## src/pkg/uartsc_cfg.svh

```systemverilog
// Register offsets, field positions, reset values and codes of the UART status and control block.
`ifndef UARTSC_CFG_SVH
`define UARTSC_CFG_SVH
`define UARTSC_AW          6
`define UARTSC_A_STATUS    6'h00
`define UARTSC_A_CTRL_MAIN 6'h04
`define UARTSC_A_CTRL_EN   6'h08
`define UARTSC_A_CTRL_WIRE 6'h0c
`define UARTSC_A_DATA      6'h10
`define UARTSC_A_BAUD_HI   6'h14
`define UARTSC_A_BAUD_LO   6'h18
`define UARTSC_A_FIFO      6'h1c
`define UARTSC_A_RX_FILL_COUNT     6'h20
`define UARTSC_ST_PARITY_ERR_FLAG     7
`define UARTSC_ST_NOISE    6
`define UARTSC_ST_FRAMING_ERR_FLAG     5
`define UARTSC_ST_OVR      4
`define UARTSC_ST_RXIDLE   3
`define UARTSC_ST_RXAV     2
`define UARTSC_ST_TXIDLE   1
`define UARTSC_ST_TXEMPTY  0
`define UARTSC_CM_ON       7
`define UARTSC_CM_NINE     6
`define UARTSC_CM_PAR      5
`define UARTSC_CM_BRK      2
`define UARTSC_CM_RX8      1
`define UARTSC_CM_TX8      0
`define UARTSC_EN_TX       7
`define UARTSC_EN_RX       6
`define UARTSC_EN_STOPS    5
`define UARTSC_WI_TXINV    2
`define UARTSC_WI_RXINV    1
`define UARTSC_WI_ONEW     0
`define UARTSC_ST_RST      8'h0b
`define UARTSC_CM_WMASK    8'hfd
`define UARTSC_WI_MASK     8'h07
`define UARTSC_FI_MASK     8'h3f
`define UARTSC_PAR_EVEN    2'h0
`define UARTSC_PAR_ODD     2'h1
`define UARTSC_PAR_MARK    2'h2
`define UARTSC_PAR_SPACE   2'h3
`endif

```

## src/pkg/uartsc_pkg.sv

```systemverilog
// Types shared by the UART status and control block.
package uartsc_pkg;
    typedef enum logic [1:0] {
        UARTSC_RX_IDLE  = 2'b00,
        UARTSC_RX_START = 2'b01,
        UARTSC_RX_DATA  = 2'b10,
        UARTSC_RX_STOP  = 2'b11
    } uartsc_rx_state_t;
    typedef struct packed {
        logic       ninth;
        logic [7:0] data;
        logic       parity_err_flag;
        logic       noise;
        logic       framing_err_flag;
    } uartsc_rx_word_t;
endpackage
```

## src/hdl/uartsc_top.sv

```systemverilog
// UART status flags, main control, frame engine and Avalon-MM register slave.
//
// Chosen here: register access over Avalon-MM and the register addresses.
`timescale 1ns/100ps
`default_nettype none
`include "uartsc_cfg.svh"
module uartsc_top
    import uartsc_pkg::*;
#(
    parameter int DEPTH = 4
) (
    // Clock and reset.
    input  wire logic        i_sys_clk,
    input  wire logic        i_reset,
    // Avalon-MM slave.
    input  wire logic [`UARTSC_AW-1:0] i_avs_address,
    input  wire logic        i_avs_read,
    input  wire logic        i_avs_write,
    input  wire logic [31:0] i_avs_writedata,
    output logic      [31:0] o_avs_readdata,
    output logic             o_avs_waitrequest,
    // Serial pins.
    input  wire logic        i_rx_shared_pin,
    output logic             o_rx_shared_pin_out,
    output logic             o_rx_shared_pin_oe,
    output logic             o_tx_pin,
    output logic             o_tx_pin_oe
);
    localparam int AW = $clog2(DEPTH);
    localparam int CW = AW + 1;

    function automatic logic par_bit(input logic [1:0] kind, input logic [7:0] x);
        case (kind)
            `UARTSC_PAR_EVEN: par_bit = ^x;
            `UARTSC_PAR_ODD:  par_bit = ~^x;
            `UARTSC_PAR_MARK: par_bit = 1'b1;
            default:          par_bit = 1'b0;
        endcase
    endfunction

    logic [7:0] st_q, arm_q, cm_q, en_q, wi_q, bh_q, bl_q, fi_q, hold_q;
    logic       hold_full_q, tx8_q, rx_prev_q, rx_done_q;
    logic [15:0] rx_cnt_q, tx_cnt_q;
    logic [3:0] rx_bit_q, tx_left_q;
    logic [11:0] tx_sh_q;
    logic [8:0] rx_sh_q;
    logic       rx_stop_q, rx_noise_q, rx_framing_err_flag_q;
    uartsc_rx_state_t rx_st_q;
    uartsc_rx_word_t  rx_ent_q;
    uartsc_rx_word_t  fifo_mem [DEPTH];
    logic [AW-1:0] wp_q, rp_q;
    logic [CW-1:0] cnt_q;

    // Bus handshake: waitrequest drops for one cycle, the access acts when it is seen low.
    logic req, act, act_rd, act_wr;
    assign req    = i_avs_read | i_avs_write;
    assign act    = req & ~o_avs_waitrequest;
    assign act_rd = act & i_avs_read;
    assign act_wr = act & i_avs_write;

    logic off, nine, par_on, rx_act, tx_act, rx_tick, tx_tick, rxin, tx_busy;
    logic [15:0] div;
    assign off     = ~cm_q[`UARTSC_CM_ON];
    assign nine    = cm_q[`UARTSC_CM_NINE];
    assign par_on  = cm_q[`UARTSC_CM_PAR];
    assign div     = {bh_q, bl_q};
    assign rx_act  = ~off & en_q[`UARTSC_EN_RX];
    assign tx_act  = ~off & en_q[`UARTSC_EN_TX] & ~(wi_q[`UARTSC_WI_ONEW] & en_q[`UARTSC_EN_RX]);
    assign rx_tick = (rx_cnt_q == 16'h0000);
    assign tx_tick = (tx_cnt_q == 16'h0000);
    assign rxin    = i_rx_shared_pin ^ wi_q[`UARTSC_WI_RXINV];
    assign tx_busy = (tx_left_q != 4'h0);

    logic dat_rd, dat_wr, st_rd, fifo_push, fifo_pop, ovr_evt, tx_load, tx_en_set;
    logic [CW-1:0] cnt_next, trig;
    assign dat_rd    = act_rd & (i_avs_address == `UARTSC_A_DATA);
    assign dat_wr    = act_wr & (i_avs_address == `UARTSC_A_DATA);
    assign st_rd     = act_rd & (i_avs_address == `UARTSC_A_STATUS);
    assign fifo_pop  = dat_rd & (cnt_q != '0);
    assign ovr_evt   = rx_done_q & (cnt_q == CW'(DEPTH));
    assign fifo_push = rx_done_q & ~ovr_evt & ~st_q[`UARTSC_ST_OVR];
    assign cnt_next  = cnt_q + CW'(fifo_push) - CW'(fifo_pop);
    assign trig      = CW'(fi_q[1:0]) + CW'(1);
    assign tx_load   = tx_act & ~tx_busy & hold_full_q;
    assign tx_en_set = act_wr & (i_avs_address == `UARTSC_A_CTRL_EN) & i_avs_writedata[`UARTSC_EN_TX];

    // Register read mux; the status register has no write path at all.
    logic [7:0] rd_mux;
    always_comb begin
        case (i_avs_address)
            `UARTSC_A_STATUS:    rd_mux = st_q;
            `UARTSC_A_CTRL_MAIN: rd_mux = {cm_q[7:2], (cnt_q != '0) & fifo_mem[rp_q].ninth, 1'b0};
            `UARTSC_A_CTRL_EN:   rd_mux = en_q;
            `UARTSC_A_CTRL_WIRE: rd_mux = wi_q;
            `UARTSC_A_DATA:      rd_mux = (cnt_q != '0) ? fifo_mem[rp_q].data : 8'h00;
            `UARTSC_A_BAUD_HI:   rd_mux = bh_q;
            `UARTSC_A_BAUD_LO:   rd_mux = bl_q;
            `UARTSC_A_FIFO:      rd_mux = fi_q;
            `UARTSC_A_RX_FILL_COUNT:     rd_mux = 8'(cnt_q);
            default:             rd_mux = 8'h00;
        endcase
    end

    always_ff @(posedge i_sys_clk or posedge i_reset) begin
        if (i_reset) begin
            o_avs_waitrequest <= 1'b1;
            o_avs_readdata    <= 32'h0000_0000;
        end else begin
            o_avs_waitrequest <= ~(req & o_avs_waitrequest);
            if (req & o_avs_waitrequest) begin
                o_avs_readdata <= {24'h00_0000, rd_mux};
            end
        end
    end

    // Control registers; disable clears only enables and break, the rest is kept.
    always_ff @(posedge i_sys_clk or posedge i_reset) begin
        if (i_reset) begin
            cm_q  <= 8'h00;
            en_q  <= 8'h00;
            wi_q  <= 8'h00;
            bh_q  <= 8'h00;
            bl_q  <= 8'h00;
            fi_q  <= 8'h00;
            tx8_q <= 1'b0;
        end else begin
            if (act_wr) begin
                case (i_avs_address)
                    `UARTSC_A_CTRL_MAIN: begin
                        cm_q  <= i_avs_writedata[7:0] & `UARTSC_CM_WMASK;
                        tx8_q <= i_avs_writedata[`UARTSC_CM_TX8];
                    end
                    `UARTSC_A_CTRL_EN:   en_q <= i_avs_writedata[7:0];
                    `UARTSC_A_CTRL_WIRE: wi_q <= i_avs_writedata[7:0] & `UARTSC_WI_MASK;
                    `UARTSC_A_BAUD_HI:   bh_q <= i_avs_writedata[7:0];
                    `UARTSC_A_BAUD_LO:   bl_q <= i_avs_writedata[7:0];
                    `UARTSC_A_FIFO:      fi_q <= i_avs_writedata[7:0] & `UARTSC_FI_MASK;
                    default: begin
                    end
                endcase
            end
            if (off) begin
                en_q[`UARTSC_EN_TX]  <= 1'b0;
                en_q[`UARTSC_EN_RX]  <= 1'b0;
                cm_q[`UARTSC_CM_BRK] <= 1'b0;
            end
        end
    end

    // Receiver: mid-bit sampling, a level change across the sample point counts as noise.
    always_ff @(posedge i_sys_clk or posedge i_reset) begin
        if (i_reset) begin
            rx_st_q    <= UARTSC_RX_IDLE;
            rx_cnt_q   <= 16'h0000;
            rx_bit_q   <= 4'h0;
            rx_sh_q    <= 9'h000;
            rx_stop_q  <= 1'b0;
            rx_noise_q <= 1'b0;
            rx_framing_err_flag_q  <= 1'b0;
            rx_prev_q  <= 1'b1;
            rx_done_q  <= 1'b0;
            rx_ent_q   <= '0;
        end else begin
            rx_prev_q <= rxin;
            rx_done_q <= 1'b0;
            rx_cnt_q  <= rx_tick ? div : rx_cnt_q - 16'h0001;
            if (rx_tick && rx_st_q != UARTSC_RX_IDLE) begin
                rx_noise_q <= rx_noise_q | (rxin != rx_prev_q);
            end
            if (!rx_act) begin
                rx_st_q  <= UARTSC_RX_IDLE;
                rx_cnt_q <= 16'h0000;
            end else begin
                case (rx_st_q)
                    UARTSC_RX_IDLE: begin
                        if (!rxin && rx_prev_q) begin
                            rx_st_q    <= UARTSC_RX_START;
                            rx_cnt_q   <= {1'b0, div[15:1]};
                            rx_noise_q <= 1'b0;
                            rx_framing_err_flag_q  <= 1'b0;
                        end
                    end
                    UARTSC_RX_START: begin
                        if (rx_tick) begin
                            rx_st_q  <= rxin ? UARTSC_RX_IDLE : UARTSC_RX_DATA;
                            rx_bit_q <= 4'h0;
                        end
                    end
                    UARTSC_RX_DATA: begin
                        if (rx_tick) begin
                            rx_sh_q  <= {rxin, rx_sh_q[8:1]};
                            rx_bit_q <= rx_bit_q + 4'h1;
                            if (rx_bit_q == (nine ? 4'h8 : 4'h7)) begin
                                rx_st_q   <= UARTSC_RX_STOP;
                                rx_stop_q <= en_q[`UARTSC_EN_STOPS];
                            end
                        end
                    end
                    UARTSC_RX_STOP: begin
                        if (rx_tick) begin
                            rx_framing_err_flag_q <= rx_framing_err_flag_q | ~rxin;
                            rx_stop_q <= 1'b0;
                            if (!rx_stop_q) begin
                                rx_st_q         <= UARTSC_RX_IDLE;
                                rx_done_q       <= 1'b1;
                                rx_ent_q.framing_err_flag   <= rx_framing_err_flag_q | ~rxin;
                                rx_ent_q.noise  <= rx_noise_q;
                                if (nine) begin
                                    rx_ent_q.ninth <= rx_sh_q[8] & ~par_on;
                                    rx_ent_q.data  <= rx_sh_q[7:0];
                                    rx_ent_q.parity_err_flag  <= par_on & (rx_sh_q[8] != par_bit(cm_q[4:3], rx_sh_q[7:0]));
                                end else begin
                                    rx_ent_q.ninth <= 1'b0;
                                    rx_ent_q.data  <= {rx_sh_q[8] & ~par_on, rx_sh_q[7:1]};
                                    rx_ent_q.parity_err_flag  <= par_on & (rx_sh_q[8] != par_bit(cm_q[4:3], {1'b0, rx_sh_q[7:1]}));
                                end
                            end
                        end
                    end
                    default: rx_st_q <= UARTSC_RX_IDLE;
                endcase
            end
        end
    end

    // Receive FIFO; a disable flushes it.
    always_ff @(posedge i_sys_clk) begin
        if (fifo_push) begin
            fifo_mem[wp_q] <= rx_ent_q;
        end
    end

    always_ff @(posedge i_sys_clk or posedge i_reset) begin
        if (i_reset) begin
            wp_q  <= '0;
            rp_q  <= '0;
            cnt_q <= '0;
        end else if (off) begin
            wp_q  <= '0;
            rp_q  <= '0;
            cnt_q <= '0;
        end else begin
            wp_q  <= wp_q + AW'(fifo_push);
            rp_q  <= rp_q + AW'(fifo_pop);
            cnt_q <= cnt_next;
        end
    end

    // Transmitter: holding register feeding a shift register with two stop bits.
    logic [8:0] tx_w9;
    always_comb begin
        tx_w9 = nine ? {tx8_q, hold_q} : {1'b1, hold_q};
        if (par_on && nine) begin
            tx_w9[8] = par_bit(cm_q[4:3], hold_q);
        end else if (par_on) begin
            tx_w9[7] = par_bit(cm_q[4:3], {1'b0, hold_q[6:0]});
        end
    end

    always_ff @(posedge i_sys_clk or posedge i_reset) begin
        if (i_reset) begin
            hold_q      <= 8'h00;
            hold_full_q <= 1'b0;
            tx_sh_q     <= 12'hfff;
            tx_left_q   <= 4'h0;
            tx_cnt_q    <= 16'h0000;
        end else if (!tx_act) begin
            hold_full_q <= 1'b0;
            tx_left_q   <= 4'h0;
            tx_cnt_q    <= 16'h0000;
        end else begin
            if (dat_wr) begin
                hold_q      <= i_avs_writedata[7:0];
                hold_full_q <= 1'b1;
            end else if (tx_load) begin
                hold_full_q <= 1'b0;
            end
            if (tx_load) begin
                tx_sh_q   <= {2'b11, tx_w9, 1'b0};
                tx_left_q <= nine ? 4'hc : 4'hb;
                tx_cnt_q  <= div;
            end else if (tx_busy) begin
                tx_cnt_q <= tx_tick ? div : tx_cnt_q - 16'h0001;
                if (tx_tick) begin
                    tx_sh_q   <= {1'b1, tx_sh_q[11:1]};
                    tx_left_q <= tx_left_q - 4'h1;
                end
            end
        end
    end

    // Pin drivers; the line rests high, break holds it low whenever no frame is shifting.
    logic tx_line;
    assign tx_line = tx_busy ? tx_sh_q[0] : ~cm_q[`UARTSC_CM_BRK];
    always_ff @(posedge i_sys_clk or posedge i_reset) begin
        if (i_reset) begin
            o_tx_pin            <= 1'b1;
            o_tx_pin_oe         <= 1'b0;
            o_rx_shared_pin_out <= 1'b1;
            o_rx_shared_pin_oe  <= 1'b0;
        end else begin
            o_tx_pin            <= tx_line ^ wi_q[`UARTSC_WI_TXINV];
            o_rx_shared_pin_out <= tx_line ^ wi_q[`UARTSC_WI_TXINV];
            o_tx_pin_oe         <= tx_act;
            o_rx_shared_pin_oe  <= tx_act & wi_q[`UARTSC_WI_ONEW];
        end
    end

    // Status flags: a hardware set wins over a software clear, except that a data write blocks the set of the transmit-idle flag.
    always_ff @(posedge i_sys_clk or posedge i_reset) begin
        if (i_reset) begin
            st_q  <= `UARTSC_ST_RST;
            arm_q <= 8'h00;
        end else if (off) begin
            st_q  <= `UARTSC_ST_RST;
            arm_q <= 8'h00;
        end else begin
            if (st_rd) begin
                arm_q <= o_avs_readdata[7:0];
            end else if (dat_rd || dat_wr) begin
                arm_q <= 8'h00;
            end
            if ((dat_rd || dat_wr) && arm_q[7:4] != 4'h0) begin
                st_q[7:4] <= st_q[7:4] & ~arm_q[7:4];
            end
            if (fifo_push) begin
                if (rx_ent_q.parity_err_flag) st_q[`UARTSC_ST_PARITY_ERR_FLAG] <= 1'b1;
                if (rx_ent_q.noise) st_q[`UARTSC_ST_NOISE] <= 1'b1;
                if (rx_ent_q.framing_err_flag) st_q[`UARTSC_ST_FRAMING_ERR_FLAG] <= 1'b1;
            end
            if (ovr_evt) begin
                st_q[`UARTSC_ST_OVR] <= 1'b1;
            end
            st_q[`UARTSC_ST_RXIDLE] <= (rx_st_q == UARTSC_RX_IDLE);
            if (fifo_push && cnt_next >= trig) begin
                st_q[`UARTSC_ST_RXAV] <= 1'b1;
            end else if (dat_rd && arm_q[`UARTSC_ST_RXAV] && cnt_next == '0) begin
                st_q[`UARTSC_ST_RXAV] <= 1'b0;
            end
            if (st_q[`UARTSC_ST_TXEMPTY] && !tx_busy && !hold_full_q && !dat_wr && !cm_q[`UARTSC_CM_BRK]) begin
                st_q[`UARTSC_ST_TXIDLE] <= 1'b1;
            end else if (dat_wr && arm_q[`UARTSC_ST_TXIDLE]) begin
                st_q[`UARTSC_ST_TXIDLE] <= 1'b0;
            end
            if (tx_load || tx_en_set) begin
                st_q[`UARTSC_ST_TXEMPTY] <= 1'b1;
            end else if (dat_wr && arm_q[`UARTSC_ST_TXEMPTY]) begin
                st_q[`UARTSC_ST_TXEMPTY] <= 1'b0;
            end
        end
    end
endmodule
`default_nettype wire

```

## config.mk

```make
export PLATFORM = sky130hd
export DESIGN_NAME = uartsc_top
export DESIGN_NICKNAME = d
export VERILOG_FILES = /design/src/pkg/uartsc_pkg.sv /design/src/hdl/uartsc_top.sv
export VERILOG_INCLUDE_DIRS = /design/src /design/src/pkg
export SDC_FILE = /design/constraint.sdc
export NUM_CORES = 1
export LEC_CHECK = 0
export BUFFER_PORTS_ARGS = -buffer_cell sky130_fd_sc_hd__buf_2
export CAP_MARGIN = 20
export CORE_AREA = 2 2 113 158
export DETAILED_ROUTE_END_ITERATION = 16
export DIE_AREA = 0 0 115 160
export PLACE_DENSITY = 0.9
export SLEW_MARGIN = 10
export SYNTH_ARGS = -nofsm -noshare
export SYNTH_HDL_FRONTEND = slang
export SYNTH_SLANG_ARGS = --single-unit
export TNS_END_PERCENT = 50
```

## constraint.sdc

```tcl
create_clock -name i_sys_clk -period 5.1 [get_ports i_sys_clk]
set_input_delay 0 -clock i_sys_clk [delete_from_list [all_inputs] [get_ports i_sys_clk]]
set_output_delay 0 -clock i_sys_clk [all_outputs]
set_load 0.01 [all_outputs]
```

==> impl_metrics.toml, run 1 <==
[drt]
drc = 0
firstDrtPassIters = 7
drt-wirelength-per-cell_microns = 20.8
via_count = 7564
routed_wl_microns = 24300
antenna_left = 0
viasPerCell = 6.46
first_iter_violations = 704

[sta]
max-slew-margin-rel_pct = 27.8
drv_slew = 0
clock_skew_ns = 0.0103
tns_ns = 0
whs_ns = 0.0247
max_freq_mhz = 291
rsz0062_at_grt = "false"
setup_violations = 0
period_share_pct = 67.3
worst_pin_slew_ns = 1.08
min_period_ns = 3.43
final_hold_viol_count = 0

[clocking]
cts_tree = "yes"
root_buffer = "clkbuf_16"
cts_buffers = 17
cts.sinks = 197
clock_latency_ns = 0.45
cts_max_level = 4
cts_max_path_buffers = 2
post-cts-setup-buffers = 0
clkSlewWorstSetupHoldPaths_ns = 0.07
cts-resized-gates = 0

[cells_and_area]
nNetsFinal = 1011
antenna_cells = 0
area_growth_pct = 9.15
final_util_pct = 63.9
final_layout_size_suffix_gt1_share_pct = 18.5
layoutNonFillerInstCount = 1171

[run_status]
status = "complete, no violations"

[synthesis]
syn_inst = 923
synthFlopType = "dfrtp_1"
synth-edff-count = 36
syn_area_sq_um = 10000
synth_area_per_cell_sq_um = 10.9
synth-async-reset-ratio_pct = 81.7
yosysWarnings = 0
synth.distinct_cells = 77
seq_area_frac_synth_pct = 51.2
ys_ff_latch = 197

[critical_path]
crit_path_end_kind = "register"
start_kind = "primary input"
crit_type = "primary input to register"
critPathArrivalTime_ns = 3.75
r2r_slack_ns = 1.94
reg2reg_to = "st_q[2]"
regToRegStartpoint = "cnt_q[1]"
path_max_fanout = 5
reg2regPathDepth = 15
critPathRequiredTime_ns = 5.41

[global_route]
grt_max_degree = 105
grt_pass1_wl_microns = 39200
antenna_found_initial = 1
grt_usage_pct = 27.9
grt_pass1_vias = 7530
grt_remaining_overflow = 0

[job]
drv_cap = 0

[floorplan]
initial_core_util_pct = 58.6
coreArea_sq_um = 17100
die_h_microns = 160
rows = 57
dieArea_sq_um = 18400
io_pins = 80
die_w_microns = 115

[power]
p_leak_nw = 4.76
irDropWorstVdd_mv = 0.291
netSwitchingFraction_pct = 26.3
power.density_nw_per_um2 = 309
combPwrFrac_pct = 9.1
clock_power_share_pct = 40.5
p_int_w = 0.00249
switchingPower_w = 0.000889
seq_power_share_pct = 50.3

[worst_hold_path]
hold_end = "o_avs_readdata[5]"
hp-start = "i_avs_address[0]"
hp-class = "primary input to register"
min_path_cells = 3

[placed_design]
place_inst = 1124
gp_congestion = 1.03
port_buffers = 31
dpl.hpwl_microns = 16500
==> worst max path at each step <==
stage                      from  endpoint  slack, ns  depth (start not counted)
2_1_floorplan           i_reset  arm_q[0]       0.78                          1
3_3_place_gp   i_avs_address[3]   st_q[2]       1.65                         15
3_5_place_dp   i_avs_address[3]   st_q[2]       1.55                         15
4_1_cts        i_avs_address[1]   st_q[2]       1.71                         16
5_1_grt        i_avs_address[1]   st_q[2]       1.51                         16
6_report       i_avs_address[1]   st_q[2]       1.67                         16
==> critical path, stage by stage <==
cell,delay [ns]
dlygate4sd3_1,0.52
buf_2,0.16
or4_1,0.46
or3_1,0.39
nor3_1,0.33
ha_1,0.30
inv_1,0.06
ha_1,0.14
inv_1,0.05
fa_1,0.54
inv_1,0.06
ha_1,0.29
a21oi_1,0.13
o21ai_0,0.10
a22oi_1,0.18
nor2_1,0.05
==> logic make-up after synthesis <==
| group | count (synthesis) | synth area share, % |
|---|---|---|
| compound gates | 209 | 13.4 |
| fa+ha+maj | 16 | 2.07 |
| xor+xnor | 32 | 3.21 |
| buf+inv | 97 | 4.94 |
| other cells | 1 | 0.0374 |
| simple gates | 279 | 14.1 |
| flops | 197 | 51.2 |
| mux | 92 | 11.1 |
==> power by group through the flow <==
| stage | clock [W] | combinational, W | sequential (W) |
|---|---|---|---|
| global placement | 0 | 0.000286 | 0.00173 |
| detailed placement | 0 | 0.000294 | 0.00173 |
| finish | 0.00137 | 0.000308 | 0.00170 |
| global route | 0.00145 | 0.000337 | 0.00170 |
| floorplan | 0 | 0.000234 | 0.00170 |
| CTS | 0.00138 | 0.000305 | 0.00170 |
==> cells in the mapped netlist, drive strengths merged, types with 15 or more instances <==
cell type,number,area share [%]
ha,15,1.9
nor2,74,2.8
nand2,82,3.1
nor4,20,1.6
clkbuf,27,1.1
a21oi,46,2.3
dfstp,16,4.2
o21ai,76,4.1
mux2i,25,2.5
a22o,17,1.5
buf,38,2.6
nor3,35,1.9
dfrtp,145,36
edfxtp,36,11
xnor2,20,1.7
inv,31,1.2
mux2,58,6.6
==> state kept, by name, summed over array words and instances (netlist names), 9 cells and up <==
name / cells
rx_cnt_q: 16
tx_cnt_q: 16
fifo_mem: 36
rx_ent_q: 12
rx_sh_q: 9
tx_sh_q: 10
==> layer usage <==
layer | wire length [microns] | GRT usage [%]
met1 | 8750 | 32.0
met2 | 12700 | 47.2
met3 | 1510 | 6.15
met4 | 1360 | 16.5
met5 | 7 | 0
==> what timing repair did <==
item | in CTS | in global routing
hold buffers | 13 | 0
setup endpoints to repair | 0 | 0
endpoints found under the hold margin | 146 | 0
==> placed cells by master (no fill, tap or decap), types with 8 or more instances in the layout <==
cell type	n
dfrtp_1	145
nor3_1	32
mux2i_1	25
nand3_1	11
a211oi_1	10
mux2_2	57
xnor2_1	20
conb_1	24
o21ai_0	63
edfxtp_1	36
a21oi_1	46
a22o_1	17
nor4_1	16
nand4_1	8
buf_2	31
mux4_2	9
o21ai_2	8
a22oi_1	10
xor2_1	9
ha_1	15
dlygate4sd3_1	13
clkbuf_16	17
nor2_1	73
inv_1	29
dfstp_2	16
nand2_1	82
==> stage by stage <==
| stage | setup WS (ns) | instance area (sq um) | power, W |
|---|---|---|---|
| finish | 1.67 | 10900 | 0.00338 |
| global route | 1.51 | 10900 | 0.00349 |
| CTS | 1.71 | 10900 | 0.00339 |
| detailed placement | 1.55 | 10200 | 0.00202 |
| global placement | 1.65 | 10200 | 0.00201 |
| floorplan | 0.778 | 10100 | 0.00194 |
==> area by class of cell <==
class                   instances  area [sq um]
clock buffers                  18           429
repair buffers                 52           343
fillers                      1271          6180
inverters                      32           125
multi-input cells             652          4490
well taps                     206           258
flip-flops and latches        197          5130
clock inverters                14           166
No activity file was read; power rests on OpenSTA's default activity.
==> run 2: changes to the inputs <==
- ABC_AREA: default -> 1
- CORE_AREA: 2 2 113 158 -> 2 2 120 169
- DIE_AREA: 0 0 115 160 -> 0 0 122 171
- PLACE_DENSITY: 0.9 -> 0.87
- clock period: 5.1 -> 2.8 ns (I/O delays scaled with it)
==> run 2 against run 1 <==
  * The run now ends with negative setup slack left
  * Global-route usage down 0.96 points
  * Critical endpoint unchanged
  * Critical path depth up 1
  * Highest routed layer is now met4
  * Register-to-register slack worse by 2.0 ns
  * Non-clock buffer count up 30
  * Final area up 7.5%
  * Count of clock-buffer cells in the layout up 1
  * First-iteration DRC count up 30%
  * Routed wire length up 13%
  * Sequential cell count unchanged
  * Sequential share of layout area down 3.3 points
==> impl_metrics.toml, run 2 <==
[run_status]
status = "complete, but fails checks"
violations = "negative setup slack"

[synthesis]
synth_area_per_cell_sq_um = 8.17
synthFlopType = "dfrtp_1"
synth-edff-count = 36
ys_ff_latch = 197
synth_commonest_cells = "337 x nand2_1, 155 x o21ai_0, 148 x inv_1"
synth.distinct_cells = 52
synth_top_cells_by_area = "dfrtp_1 34%, nand2_1 12%, edfxtp_1 10%"
syn_area_sq_um = 10500
yosysWarnings = 0
syn_inst = 1290
seq_area_frac_synth_pct = 48.7
yosysMostFrequentCell = "nand2_1"
yosysTopAreaCell = "dfrtp_1"
yosysTopAreaCellShare_pct = 34.4
synth-async-reset-ratio_pct = 81.7

[sta]
rsz0062_at_grt = "true"
worst_pin_slew_ns = 0.824
clock_skew_ns = 0.00778
whs_ns = 0.132
postLayoutSetupSlackWorst_ns = -0.0223
final_hold_viol_count = 0
period_share_pct = 101
drv_slew = 0
max-slew-margin-rel_pct = 44.8
min_period_ns = 2.82
max_freq_mhz = 354
setup_violations = 1

[clocking]
cts_max_path_buffers = 2
clock_latency_ns = 0.44
root_buffer = "clkbuf_16"
cts_tree = "yes"
cts_buffers = 17
clkSlewWorstSetupHoldPaths_ns = 0.07
cts.sinks = 197
cts_max_level = 4

[cells_and_area]
largest-register = "fifo_mem"
final_common_cell = "nand2_1"
final_layout_size_suffix_gt1_share_pct = 14.7
final_util_pct = 60.4
final_cell_mix = "337 x nand2_1, 154 x o21ai_0, 144 x inv_1"
antenna_cells = 0
nNetsFinal = 1418
largest_register_ffs = 36
largestRegisters = "fifo_mem (36), rx_cnt_q (16), tx_cnt_q (16)"
area_growth_pct = 11.7
layoutNonFillerInstCount = 1624

[global_route]
grt_pass1_vias = 8991
antenna_found_initial = 0
grt_remaining_overflow = 0
grt_usage_pct = 26.9
grt_max_degree = 57
grt_pass1_wl_microns = 43700

[placed_design]
gp_congestion = 0.965
dpl.hpwl_microns = 19500
port_buffers = 31
place_inst = 1574
dp_slack_ns = -0.0385

[drt]
via_count = 9195
drc = 0
first_iter_violations = 916
firstDrtPassIters = 5
antenna_left = 0
routed_wl_microns = 27600
viasPerCell = 5.66
drt-wirelength-per-cell_microns = 17.0

[power]
power_w = 0.00756
irDropWorstVdd_mv = 0.469
p_leak_nw = 5.58
power.density_nw_per_um2 = 642

[floorplan]
die_h_microns = 171
initial_core_util_pct = 54.1
dieArea_sq_um = 20900
io_pins = 80
coreArea_sq_um = 19500
rows = 61
die_w_microns = 122

[worst_hold_path]
hp-class = "primary input to register"
hp-start = "i_avs_write"

[critical_path]
crit_type = "register to register"
r2r_slack_ns = -0.02
critPathArrivalTime_ns = 3.19
slowest_delay_ns = 0.57
crit_start = "cnt_q[0]"
worstPathCellList = "nor3_2 > buf_4 > nor2_4 > inv_2 > nor2_2 > ha_1 > inv_1 > ha_2 > inv_2 > fa_1 > inv_2 > ha_4 > o21ai_2 > a21o_1 > nand2_1 > nand3_1 > a21oi_1"
start_kind = "register"
critPathRequiredTime_ns = 3.17
crit_top_cell = "inv_2"
reg2reg_to = "st_q[2]"
reg2regPathDepth = 17
cp_slowest_cell = "fa_1"
cp-endpoint = "st_q[2]"
path_max_fanout = 3
regToRegStartpoint = "cnt_q[0]"
crit_path_end_kind = "register"

[job]
drv_cap = 0
run 2: cell count changes after synthesis, sizes merged, moves of 44 or more:
cell | before | now
inv | 31 | 160
mux2 | 58 | 0
nand2 | 82 | 347
nand3 | 12 | 56
nor2 | 74 | 121
o21ai | 76 | 190
run 2: cells by family after synthesis:
| family | count (synthesis) | share of synthesized area (%) |
|---|---|---|
| buffers and inverters | 216 | 9.24 |
| and+or+nand+nor | 561 | 23.1 |
| DFF | 197 | 48.7 |
| AOI/OAI and AO/OA | 276 | 15.0 |
| other | 1 | 0.0356 |
| adders and majority gates | 16 | 1.97 |
| xor gates and xnor gates | 23 | 1.91 |
run 2: per-stage QoR:
step | setup TNS (ns) | cell area (sq um)
after floorplan | -0.160 | 10600
after global placement | 0 | 11000
after detailed placement | -0.0385 | 11000
after CTS | -0.00875 | 11700
after global routing | -0.174 | 11800
final | -0.0223 | 11800
run 2: where the power goes:
| group | internal (W) | switching (W) |
|---|---|---|
| Sequential | 0.00312 | 0.000167 |
| Clock | 0.00124 | 0.00114 |
| Combinational | 0.000602 | 0.00129 |
run 2: layout make-up:
class / count / area, sq um
Fill cell: 1534 / 7700
Sequential cell: 197 / 5130
Multi-Input combinational cell: 900 / 4560
Inverter: 161 / 613
Timing Repair Buffer: 82 / 588
Clock buffer: 19 / 433
Tap cell: 252 / 315
Clock inverter: 13 / 121
run 2: worst max-delay path, delay by kind of cell, from the launching register on:
kind	cells	cell delay [ns]
AO/OA/AOI/OAI	3	0.32
buffers and inverters	5	0.37
adder cells (fa/ha/maj)	4	1.25
AND/OR/NAND/NOR	5	0.35
flip-flops	1	0.44
run 2: timing repair:
| item | 4_1_cts | 5_1_grt |
|---|---|---|
| gates resized for setup | 2 | 12 |
| hold endpoints to repair | 55 | 0 |
| setup buffers | 4 | 4 |
| hold buffers | 10 | 0 |
| setup endpoints to repair | 1 | 1 |
| pin swaps | 1 | 4 |
run 2: how the worst min path moves through the flow:
stage | to | cells after the start
after floorplan | cm_q[3] | 2
after global placement | tx_cnt_q[10] | 2
after detailed placement | tx_cnt_q[8] | 2
after CTS | o_avs_readdata[0] | 5
after global routing | o_avs_readdata[0] | 5
final | o_avs_readdata[0] | 5
run 2: per-layer routing:
metal	vias to the layer above	track usage, %	part of all wire (%)
met5	-	0	0
met1	4338	30.3	36
met2	436	46.4	50
met4	0	17.4	6.5
met3	126	5.07	7.2
li1	4295	-	-
==> run 3: changes to the inputs <==
- CORE_AREA: 2 2 120 169 -> 2 2 115 162
- DIE_AREA: 0 0 122 171 -> 0 0 117 164
- PLACE_DENSITY: 0.87 -> 0.9
- clock period: 2.8 -> 3.3 ns (I/O delays scaled with it)
==> run 3 against run 2 <==
  * The flow now finishes without violations
  * Cell count shrank 2.6%
  * Utilization grew 4.0 points
  * Routed wire length shrank 3.2%
  * Setup slack gained 0.32 ns
  * Count of clock-buffer cells in the layout grew 1
  * Via count shrank 1.7%
  * Largest power group unchanged
  * Highest routed layer unchanged
==> impl_metrics.toml, run 3 (synthesis gave the netlist of run 2 again) <==
[cells_and_area]
area_growth_pct = 8.73
largestRegisters = "fifo_mem (36), rx_cnt_q (16), tx_cnt_q (16)"
antenna_cells = 0
largest-register = "fifo_mem"
fillerInstances = 1412
final_layout_size_suffix_gt1_share_pct = 11.9
nNetsFinal = 1388
largest_register_ffs = 36
final_common_cell = "nand2_1"
final_cell_mix = "337 x nand2_1, 155 x o21ai_0, 147 x inv_1"

[drt]
routed_wl_microns = 26700
met3_length_microns = 1790
via_count = 9039
firstDrtPassIters = 6
drt-wirelength-per-cell_microns = 16.9
drc = 0
viasPerCell = 5.71
met2_length_microns = 13400
antenna_left = 0
first_iter_violations = 750
wl_met1_microns = 10000
highest_layer = "met4"

[critical_path]
crit_type = "register to register"
reg2regPathDepth = 16
cp_slowest_cell = "fa_1"
crit_top_cell = "inv_1"
path_max_fanout = 8
slowest_delay_ns = 0.50
start_kind = "register"
critPathArrivalTime_ns = 3.36
critPathRequiredTime_ns = 3.66
regToRegStartpoint = "cnt_q[1]"
crit_path_end_kind = "register"
worstPathCellList = "nor3_2 > nor2_4 > inv_1 > nor2_1 > ha_1 > inv_1 > ha_1 > inv_1 > fa_1 > inv_1 > ha_1 > o21ai_0 > a21o_1 > nand2_1 > nand3_1 > a21oi_1"
r2r_slack_ns = 0.30
reg2reg_to = "st_q[2]"

[clocking]
cts.sinks = 197
cts_max_path_buffers = 2
clkSlewWorstSetupHoldPaths_ns = 0.07
cts_max_level = 4
cts_tree = "yes"
cts_buffers = 17
clock_latency_ns = 0.44
root_buffer = "clkbuf_16"

[worst_hold_path]
hold_end = "arm_q[6]"
hp-start = "i_avs_address[1]"
min_path_cells = 6
hp-class = "primary input to register"

[global_route]
antenna_found_initial = 0
grt_pass1_wl_microns = 42500
grt_usage_pct = 28.9
grt_max_degree = 162
grt_pass1_vias = 8553
grt_remaining_overflow = 0

[floorplan]
initial_core_util_pct = 59.2
die_w_microns = 117
rows = 58
die_h_microns = 164
coreArea_sq_um = 17800
dieArea_sq_um = 19200
io_pins = 80

[sta]
drv_slew = 0
tns_ns = 0
period_share_pct = 90.9
final_hold_viol_count = 0
min_period_ns = 3.00
max_freq_mhz = 333
max-slew-margin-rel_pct = 37.7
whs_ns = 0.0880
worst_pin_slew_ns = 0.935
rsz0062_at_grt = "false"
postLayoutSetupSlackWorst_ns = 0.301
clock_skew_ns = 0.00889
setup_violations = 0

[placed_design]
gp_congestion = 0.984
dpl.hpwl_microns = 18800
port_buffers = 31
dp_slack_ns = 0.254

[power]
irDropWorstVdd_mv = 0.377
netSwitchingFraction_pct = 34.6
combPwrFrac_pct = 24.1
clock_power_share_pct = 31.1
switchingPower_w = 0.00215
p_int_w = 0.00406
seq_power_share_pct = 44.8
p_leak_nw = 5.41
power.density_nw_per_um2 = 543

[run_status]
status = "complete, no violations"

[job]
drv_cap = 0
## run 3: through the flow
stage | cell area [sq um] | utilization [%] | total power (W) | instances
final | 11500 | 64.4 | 0.00622 | 1582
after global routing | 11500 | 64.4 | 0.00651 | 1582
after CTS | 11400 | 64.4 | 0.00619 | 1582
after detailed placement | 10800 | 60.8 | 0.00426 | 1540
after global placement | 10800 | 60.8 | 0.00422 | 1540
after floorplan | 10600 | - | 0.00394 | 1313
## run 3: power groups by stage
stage          Sequential, W  Clock, W  Combinational (W)
2_1_floorplan        0.00278         0            0.00116
3_3_place_gp         0.00281         0            0.00141
3_5_place_dp         0.00282         0            0.00144
4_1_cts              0.00277   0.00193            0.00148
5_1_grt              0.00280   0.00204            0.00168
6_report             0.00278   0.00193            0.00150
## run 3: worst max-delay path, delay by kind of cell (launching register included)
kind / cells / cell delay (ns)
compound gates: 3 / 0.42
fa+ha+maj: 4 / 1.17
buf+inv: 4 / 0.28
flops: 1 / 0.46
simple gates: 5 / 0.60
## run 3: how the worst max path moves through the flow
stage,start,to,slack [ns]
finish,cnt_q[1],st_q[2],0.30
global route,cnt_q[1],st_q[2],0.07
CTS,cnt_q[1],st_q[2],0.21
detailed placement,cnt_q[1],st_q[2],0.25
global placement,cnt_q[1],st_q[2],0.31
floorplan,cnt_q[2],st_q[2],0.34
## run 3: final cells by class
class                           count  area [sq um]  area share [%]
Tap cell                          240           300            2.62
Clock inverter                     12           101           0.885
Multi-Input combinational cell    900          4520            39.5
Sequential cell                   197          5130            44.8
Timing Repair Buffer               52           350            3.06
Clock buffer                       20           437            3.81
Inverter                          161           613            5.35
## run 3: timing repair
item                                   4_1_cts  5_1_grt
setup buffers                                0        0
setup endpoints to repair                    0        1
endpoints found under the hold margin      175        0
hold buffers                                10        0
gates resized for setup                      0        1
## run 3: metal layers
| layer | up-vias | track usage (%) |
|---|---|---|
| li1 | 4248 | - |
| met5 | - | 0 |
| met2 | 437 | 48.6 |
| met1 | 4258 | 34.8 |
| met4 | 0 | 16.8 |
| met3 | 96 | 4.43 |
